--- config.mk ---
export PLATFORM = sky130hd
export DESIGN_NAME = sssx_exec
export DESIGN_NICKNAME = d
export VERILOG_FILES = /design/src/rtl/sssx_pkg.sv /design/src/rtl/sssx_exec.sv /design/src/rtl/sssx_alu.sv
export SDC_FILE = /design/constraint.sdc
export NUM_CORES = 1
export LEC_CHECK = 0
export BUFFER_PORTS_ARGS = -buffer_cell sky130_fd_sc_hd__buf_2
export CELL_PAD_IN_SITES_DETAIL_PLACEMENT = 0
export CELL_PAD_IN_SITES_GLOBAL_PLACEMENT = 1
export CORE_UTILIZATION = 36
export DETAILED_ROUTE_END_ITERATION = 8
export PLACE_DENSITY = 0.78
export SLEW_MARGIN = 20
export SYNTH_ARGS = -nofsm -noshare
export SYNTH_HDL_FRONTEND = slang
export SYNTH_SLANG_ARGS = --single-unit
--- constraint.sdc ---
create_clock -name i_clock -period 2.02 [get_ports i_clock]
set_input_delay 0.101 -clock i_clock [delete_from_list [all_inputs] [get_ports i_clock]]
set_output_delay 0.101 -clock i_clock [all_outputs]
set_load 0.1 [all_outputs]
--- src/rtl/sssx_pkg.sv ---
package sssx_pkg;
   // ---------------------------------------------------------------
   // Instruction encodings
   // ---------------------------------------------------------------
   localparam logic [13:0] SSSX_SUBLIT_MASK  = 14'h3e00;
   localparam logic [13:0] SSSX_SUBLIT_MATCH = 14'h3c00;
   localparam logic [13:0] SSSX_FILEOP_MASK  = 14'h3f00;
   localparam logic [13:0] SSSX_SUBFILE_MATCH = 14'h0200;
   localparam logic [13:0] SSSX_SWAP_MATCH   = 14'h0e00;
   localparam logic [13:0] SSSX_SLEEP_CODE   = 14'h0063;
   // ---------------------------------------------------------------
   // Field positions
   // ---------------------------------------------------------------
   localparam int SSSX_DEST_BIT  = 7;
   localparam int SSSX_ADDR_MSB  = 6;
   localparam int SSSX_LIT_MSB   = 7;
   localparam int SSSX_NIB_LSB   = 4;
   // ---------------------------------------------------------------
   // Reset values
   // ---------------------------------------------------------------
   localparam logic [7:0] SSSX_ACC_RST   = 8'h00;
   localparam logic [7:0] SSSX_WDOG_CLEAR = 8'h00;
   localparam logic       SSSX_TMOUT_RST  = 1'b1;
   localparam logic       SSSX_PWRDN_RST  = 1'b1;
   // ---------------------------------------------------------------
   // Types
   // ---------------------------------------------------------------
   typedef enum logic [2:0] {
      SSSX_OP_NONE,
      SSSX_OP_SUBLIT,
      SSSX_OP_SUBFILE,
      SSSX_OP_SWAP,
      SSSX_OP_SLEEP
   } sssx_op_t;
   typedef enum logic [1:0] {
      SSSX_Q1,
      SSSX_Q2,
      SSSX_Q3,
      SSSX_Q4
   } sssx_phase_t;
endpackage : sssx_pkg

--- src/rtl/sssx_exec.sv ---
// Contract
// - Literal minus accumulator into accumulator
// - Decode 11 110x literal form, x ignored
// - Subtracts update carry, digit carry, zero
// - Literal subtract in one four-phase cycle
// - File minus accumulator to selected destination
// - Negative result clears carry and zero
// - Zero result sets zero and carry
// - Swap exchanges file nibbles, flags untouched
// - Swap result to accumulator or file
// - Sleep: decode, two idle phases, sleep
// - Sleep clears power-down, sets time-out, clears watchdog, stops oscillator
`timescale 1ns/10ps
`default_nettype none
module sssx_exec
   import sssx_pkg::*;
(
   input  wire logic        i_clock,
   input  wire logic        i_srst,
   input  wire logic [13:0] i_instr,
   input  wire logic [7:0]  i_file_rdata,
   output logic      [6:0]  o_file_addr,
   output logic             o_file_rd,
   output logic      [7:0]  o_file_wdata,
   output logic             o_file_we,
   output logic      [7:0]  o_acc,
   output logic             o_carry_flag,
   output logic             o_digit_carry_flag,
   output logic             o_zero_flag,
   output logic             o_power_down_status_n,
   output logic             o_time_out_status_n,
   output logic             o_watchdog_clear,
   output logic             o_osc_stop,
   output logic      [1:0]  o_phase,
   output logic             o_busy_unknown
);
   // ---------------------------------------------------------------
   // Decode
   // ---------------------------------------------------------------
   function automatic sssx_op_t sssx_decode(input logic [13:0] instr);
      sssx_op_t op;
      op = SSSX_OP_NONE;
      if ((instr & SSSX_SUBLIT_MASK) == SSSX_SUBLIT_MATCH) begin
         op = SSSX_OP_SUBLIT;
      end else if ((instr & SSSX_FILEOP_MASK) == SSSX_SUBFILE_MATCH) begin
         op = SSSX_OP_SUBFILE;
      end else if ((instr & SSSX_FILEOP_MASK) == SSSX_SWAP_MATCH) begin
         op = SSSX_OP_SWAP;
      end else if (instr == SSSX_SLEEP_CODE) begin
         op = SSSX_OP_SLEEP;
      end
      return op;
   endfunction : sssx_decode

   sssx_phase_t phase_q;
   sssx_op_t    op_q;
   logic [13:0] instr_q;
   logic [7:0]  operand_q;
   logic [7:0]  result_q;
   logic        carry_res_q;
   logic        digc_res_q;
   logic        zero_res_q;
   logic        asleep_q;
   logic [7:0]  acc_q;
   logic        c_q;
   logic        digc_q;
   logic        z_q;
   logic        pwrdn_n_q;
   logic        tmout_n_q;
   logic        wdog_clr_q;
   logic [7:0]  wdata_q;
   logic        we_q;
   logic        rd_q;
   logic        unknown_q;

   wire sssx_op_t   op_dec;
   wire logic       dest_file;
   wire logic [7:0] swapped;
   wire logic [7:0] diff;
   wire logic       diff_c;
   wire logic       diff_digc;
   wire logic       unknown_d;
   wire logic       diff_z;
   wire logic       is_sub;
   wire logic       is_file_op;

   assign op_dec     = sssx_decode(i_instr);
   assign dest_file  = instr_q[SSSX_DEST_BIT];
   assign is_sub     = (op_q == SSSX_OP_SUBLIT) || (op_q == SSSX_OP_SUBFILE);
   assign is_file_op = (op_q == SSSX_OP_SUBFILE) || (op_q == SSSX_OP_SWAP);
   assign swapped    = {operand_q[SSSX_NIB_LSB-1:0], operand_q[7:SSSX_NIB_LSB]};

   sssx_alu u_alu (
      .i_minuend     (operand_q),
      .i_subtrahend  (acc_q),
      .o_diff        (diff),
      .o_carry       (diff_c),
      .o_digit_carry (diff_digc),
      .o_zero        (diff_z)
   );

   // ---------------------------------------------------------------
   // Phase sequencer
   // ---------------------------------------------------------------
   always_ff @(posedge i_clock) begin
      if (i_srst) begin
         phase_q <= SSSX_Q1;
      end else if (!asleep_q) begin
         case (phase_q)
            SSSX_Q1: phase_q <= SSSX_Q2;
            SSSX_Q2: phase_q <= SSSX_Q3;
            SSSX_Q3: phase_q <= SSSX_Q4;
            SSSX_Q4: phase_q <= SSSX_Q1;
            default: phase_q <= SSSX_Q1;
         endcase
      end
   end

   // ---------------------------------------------------------------
   // Datapath
   // ---------------------------------------------------------------
   always_ff @(posedge i_clock) begin
      if (i_srst) begin
         op_q        <= SSSX_OP_NONE;
         instr_q     <= 14'h0000;
         operand_q   <= 8'h00;
         result_q    <= 8'h00;
         carry_res_q <= 1'b0;
         digc_res_q  <= 1'b0;
         zero_res_q  <= 1'b0;
         rd_q        <= 1'b0;
      end else if (!asleep_q) begin
         rd_q <= 1'b0;
         case (phase_q)
            SSSX_Q1: begin
               op_q    <= op_dec;
               instr_q <= i_instr;
               rd_q    <= (op_dec == SSSX_OP_SUBFILE) || (op_dec == SSSX_OP_SWAP);
            end
            SSSX_Q2: begin
               if (op_q == SSSX_OP_SUBLIT) begin
                  operand_q <= instr_q[SSSX_LIT_MSB:0];
               end else if (is_file_op) begin
                  operand_q <= i_file_rdata;
               end
            end
            SSSX_Q3: begin
               result_q    <= (op_q == SSSX_OP_SWAP) ? swapped : diff;
               carry_res_q <= diff_c;
               digc_res_q  <= diff_digc;
               zero_res_q  <= diff_z;
            end
            SSSX_Q4: op_q <= op_q;
            default: op_q <= SSSX_OP_NONE;
         endcase
      end
   end

   // ---------------------------------------------------------------
   // Write back and status
   // ---------------------------------------------------------------
   wire logic wb     = !asleep_q && (phase_q == SSSX_Q4);
   wire logic to_acc = wb && ((op_q == SSSX_OP_SUBLIT) || (is_file_op && !dest_file));
   wire logic to_fil = wb && is_file_op && dest_file;
   wire logic slp    = wb && (op_q == SSSX_OP_SLEEP);

   always_ff @(posedge i_clock) begin
      if (i_srst) begin
         acc_q      <= SSSX_ACC_RST;
         c_q        <= 1'b0;
         digc_q     <= 1'b0;
         z_q        <= 1'b0;
         pwrdn_n_q  <= SSSX_PWRDN_RST;
         tmout_n_q  <= SSSX_TMOUT_RST;
         asleep_q   <= 1'b0;
         wdog_clr_q <= 1'b0;
         we_q       <= 1'b0;
         wdata_q    <= 8'h00;
      end else begin
         we_q       <= to_fil;
         wdog_clr_q <= slp;
         if (to_fil) begin
            wdata_q <= result_q;
         end
         if (to_acc) begin
            acc_q <= result_q;
         end
         if (wb && is_sub) begin
            c_q    <= carry_res_q;
            digc_q <= digc_res_q;
            z_q    <= zero_res_q;
         end
         if (slp) begin
            pwrdn_n_q <= 1'b0;
            tmout_n_q <= 1'b1;
            asleep_q  <= 1'b1;
         end
      end
   end

   // ---------------------------------------------------------------
   // Foreign opcode flag
   // ---------------------------------------------------------------
   // Tracks the opcode latched in Q1; quiet once asleep
   assign unknown_d = !asleep_q && !slp &&
                      ((phase_q == SSSX_Q1) ? (op_dec == SSSX_OP_NONE) : (op_q == SSSX_OP_NONE));

   always_ff @(posedge i_clock) begin
      if (i_srst) begin
         unknown_q <= 1'b1;
      end else begin
         unknown_q <= unknown_d;
      end
   end

   assign o_file_addr           = instr_q[SSSX_ADDR_MSB:0];
   assign o_file_rd             = rd_q;
   assign o_file_wdata          = wdata_q;
   assign o_file_we             = we_q;
   assign o_acc                 = acc_q;
   assign o_carry_flag          = c_q;
   assign o_digit_carry_flag    = digc_q;
   assign o_zero_flag           = z_q;
   assign o_power_down_status_n = pwrdn_n_q;
   assign o_time_out_status_n   = tmout_n_q;
   assign o_watchdog_clear      = wdog_clr_q;
   assign o_osc_stop            = asleep_q;
   assign o_phase               = phase_q;
   assign o_busy_unknown        = unknown_q;
endmodule : sssx_exec
`default_nettype wire

--- src/rtl/sssx_alu.sv ---
`timescale 1ns/10ps
`default_nettype none
module sssx_alu
   import sssx_pkg::*;
(
   input  wire logic [7:0] i_minuend,
   input  wire logic [7:0] i_subtrahend,
   output logic      [7:0] o_diff,
   output logic            o_carry,
   output logic            o_digit_carry,
   output logic            o_zero
);
   wire logic [8:0] full_sum;
   wire logic [4:0] low_sum;
   // Two's complement: a + ~b + 1
   assign full_sum = {1'b0, i_minuend} + {1'b0, ~i_subtrahend} + 9'h001;
   assign low_sum  = {1'b0, i_minuend[3:0]} + {1'b0, ~i_subtrahend[3:0]} + 5'h01;
   assign o_diff        = full_sum[7:0];
   assign o_carry       = full_sum[8];
   assign o_digit_carry = low_sum[4];
   assign o_zero        = (full_sum[7:0] == 8'h00);
endmodule : sssx_alu
`default_nettype wire

==> results.py <==
metrics = {
    "placed_design": {
        "place_hpwl_mm": 5.112,
        "dp.cells": 481,
        "gp_congestion": 0.8400,
        "numPortBuffers": 57,
    },
    "timing": {
        "rsz0062_at_grt": "true",
        "max_freq_mhz": 495.3,
        "skew_ns": 0.01141,
        "finalMaxSlewViolations": 0,
        "hold_viol_final": 0,
        "slew_headroom": 0.6567,
        "setup_viol": 0,
        "min_period_over_period": 0.9996,
        "min_period_ns": 2.019,
        "tightest_slew_ns": 0.5137,
        "fin_setup_tns_ns": 0,
    },
    "global_route": {
        "grt_pass1_vias": 2300,
        "grt-ovfl-total": 0,
        "track_usage": 0.1744,
        "grt_max_degree": 24,
        "grt_pass1_wl_mm": 11.20,
        "antenna_found_initial": 0,
    },
    "yosys": {
        "synth.distinct_cells": 41,
        "synth_flop_cell": "dfxtp_1",
        "synthArstFlopShare": 0,
        "ys_ff_latch": 57,
        "syn_area_sq_um": 2798,
        "synth-edff-count": 0,
        "syn_avg_cell_area_sq_um": 8.351,
        "syn-instance-count": 335,
        "syn_nets": 372,
        "synth_seq_area_share": 0.4079,
        "yosysWarnings": 0,
    },
    "worst_setup_path": {
        "critPathTopFamily": "compound AO/OA/AOI/OAI gates",
        "path_buf_inv": 0,
        "worstSetupPathType": "flip-flop to flip-flop",
        "arrival_ns": 2.28,
        "r2r_cells": 7,
        "path_cells": "ha_4 -> nor2b_4 -> o31a_1 -> o21a_1 -> o21a_1 -> or3_1 -> a311oi_2",
        "critPathRequiredTime_ns": 2.28,
        "slowest_stage": "dfxtp_1",
        "critPathCaptureType": "flip-flop",
        "path_common_cell": "o21a_1",
        "start_kind": "flip-flop",
        "critPathMaxFanout": 4,
        "worst-path-stages": 7,
        "max_stage_delay_ns": 0.41,
    },
    "floorplanning": {
        "start_util": 0.3796,
        "core_sq_um": 7370,
        "die_x_microns": 90.16,
        "die-area_sq_um": 8128,
        "die_h_microns": 90.16,
        "io_pins": 59,
        "row_count": 31,
    },
    "detailed_routing": {
        "dr.pass1.iters": 4,
        "drcViolationCount": 0,
        "wirelength_mm": 6.700,
        "drtIter0Drc": 114,
        "vias_per_cell": 4.902,
        "ant_nets": 0,
        "routedWlPerCell_microns": 13.37,
        "via_count": 2456,
    },
    "clock_network": {
        "clock_path_buffers": 2,
        "cts-buffers-inserted": 9,
        "cts_root_buffer": "clkbuf_8",
        "cts_tree": "built",
        "clk_pin_slew_ns": 0.07,
        "h-tree-depth": 3,
        "clock-sinks": 57,
        "clock_latency_ns": 0.34,
    },
    "layout": {
        "post_layout_nonfiller_instances": 501,
        "syn2layout_area_growth_pct": 25.27,
        "diodes": 0,
        "drive_above_1_share": 0.2761,
        "fill_cells": 724,
        "nNetsFinal": 434,
    },
    "pwr": {
        "cellInternalPower_w": 0.001987,
        "powerDensity_nw_per_um2": 895.1,
        "switching_share": 0.3665,
        "switchingPower_w": 0.001150,
        "ir_worst_vdd_mv": 0.5110,
        "p_seq_frac": 0.414,
        "clockPowerShare": 0.313,
        "p_comb_frac": 0.273,
        "cellLeakagePower_nw": 1.545,
    },
    "outcome": {
        "status": "completed",
    },
    "worst_hold_path": {
        "hold_path_class": "primary input to flip-flop",
        "min_path_cells": 3,
    },
    "flow_run": {
        "cap_violations": 0,
    },
}
metrics by stage:
stage	setup slack (ns)	total power [W]	area (sq um)	util	hold WS (ns)
after global routing	-0.07632	0.003293	3505	0.4756	0.004624
after CTS	-0.02735	0.003161	3483	0.4727	0.001800
final	0.0008722	0.003137	3505	0.4756	0.006744
after global placement	-0.02965	0.002162	3259	0.4423	0.3539
after detailed placement	-0.07623	0.002169	3259	0.4423	0.3608
after floorplan	-0.1790	0.002011	2868	-	0.2370
worst reg2reg max path: stages, from the launching register on:
cell and delay [ns]:
dfxtp_1 0.41, ha_4 0.24, nor2b_4 0.13, o31a_1 0.23, o21a_1 0.18, o21a_1 0.18, or3_1 0.35, a311oi_2 0.23
Yosys cell counts (6+ instances only):
cell,instances,share of area
nand4_1,6,0.013
ha_1,12,0.054
a211oi_1,9,0.024
nor2b_1,6,0.013
nand3_1,6,0.011
mux2i_1,27,0.097
nand2_1,37,0.050
a21oi_1,27,0.048
buf_4,8,0.021
nor3_1,9,0.016
clkbuf_1,15,0.020
dfxtp_1,57,0.41
inv_1,15,0.020
nor2_1,52,0.070
o21ai_0,7,0.013
layout by cell type, fill, tap and decap left out, drive strengths merged, types with 2 or more instances in the layout:
cell / instances
dfxtp: 57
clkbuf: 14
a211oi: 9
a21oi: 27
nand2: 37
buf: 72
inv: 15
dlygate4sd3: 3
a311oi: 2
ha: 12
nand3b: 2
nor3: 10
xnor2: 2
nand4: 6
nand3: 6
o21a: 5
o21ai: 7
o211ai: 4
mux2i: 27
xor2: 3
nand2b: 5
nor2: 52
nor2b: 7
power by group through the flow:
stage	clock network, W	registers (W)	logic, W
4_1_cts	0.00101	0.00130	0.000853
6_report	0.000982	0.00130	0.000856
3_3_place_gp	0	0.00132	0.000840
5_1_grt	0.00106	0.00131	0.000926
2_1_floorplan	0	0.00143	0.000582
3_5_place_dp	0	0.00132	0.000846
registers in the layout, indices dropped and copies added (netlist names), 2 cells and up:
| name | flops |
|---|---|
| instr_q | 8 |
| o_acc | 8 |
| o_file_wdata | 8 |
| o_phase | 2 |
| op_q | 3 |
| operand_q | 8 |
| result_q | 8 |
cell families (layout without fill, tap and decap cells):
logic type | Yosys count | in the layout | synth area share
AO/OA/AOI/OAI | 61 | 61 | 0.1373
XOR/XNOR | 5 | 5 | 0.01566
adder cells (fa/ha/maj) | 13 | 13 | 0.06082
buffers and inverters | 39 | 106 | 0.06350
flip-flops | 57 | 57 | 0.4079
multiplexers | 27 | 27 | 0.09660
other | 1 | 1 | 0.001340
AND/OR/NAND/NOR | 132 | 132 | 0.2169
what timing repair did:
| item | in CTS | in global routing |
|---|---|---|
| cloned | 0 | 0 |
| hold endpoints to repair | 3 | 0 |
| buffers inserted | 1 | 0 |
| endpoints found under the setup margin | 1 | 4 |
| gates resized for setup | 2 | 4 |
| pin swaps | 3 | 2 |
| hold buffers | 3 | 0 |
layout make-up:
| cell class | instances | area [sq um] | share of cell area |
|---|---|---|---|
| clock buffer | 14 | 172.7 | 0.04927 |
| sequential | 57 | 1171 | 0.3342 |
| timing repair buffer | 75 | 427.9 | 0.1221 |
| clock inverter | 2 | 12.51 | 0.003570 |
| multi-input combinational | 239 | 1540 | 0.4395 |
| tap | 99 | 123.9 | 0.03534 |
| inverter | 15 | 56.30 | 0.01607 |
path summary, 6_finish.rpt:
kind / slack, ns / startpoint / endpoint
setup / recovery: 0.0009 / operand_q[2]$_SDFFE_PP0P_ / result_q[6]$_SDFFE_PP0P_
hold / removal: 0.007 / i_instr[4] / instr_q[4]$_SDFFE_PP0P_
setup reg to reg: 0.0009 / operand_q[2]$_SDFFE_PP0P_ / result_q[6]$_SDFFE_PP0P_
hold reg to reg: 0.47 / o_power_down_status_n$_SDFFE_PP1P_ / o_power_down_status_n$_SDFFE_PP1P_
layer usage:
metal | GRT usage | part of all wire
met1 | 0.2241 | 0.49
met2 | 0.2665 | 0.44
met3 | 0.05753 | 0.052
met4 | 0.07392 | 0.017
met5 | 0 | 0
Power figures use the tool's default switching activity.
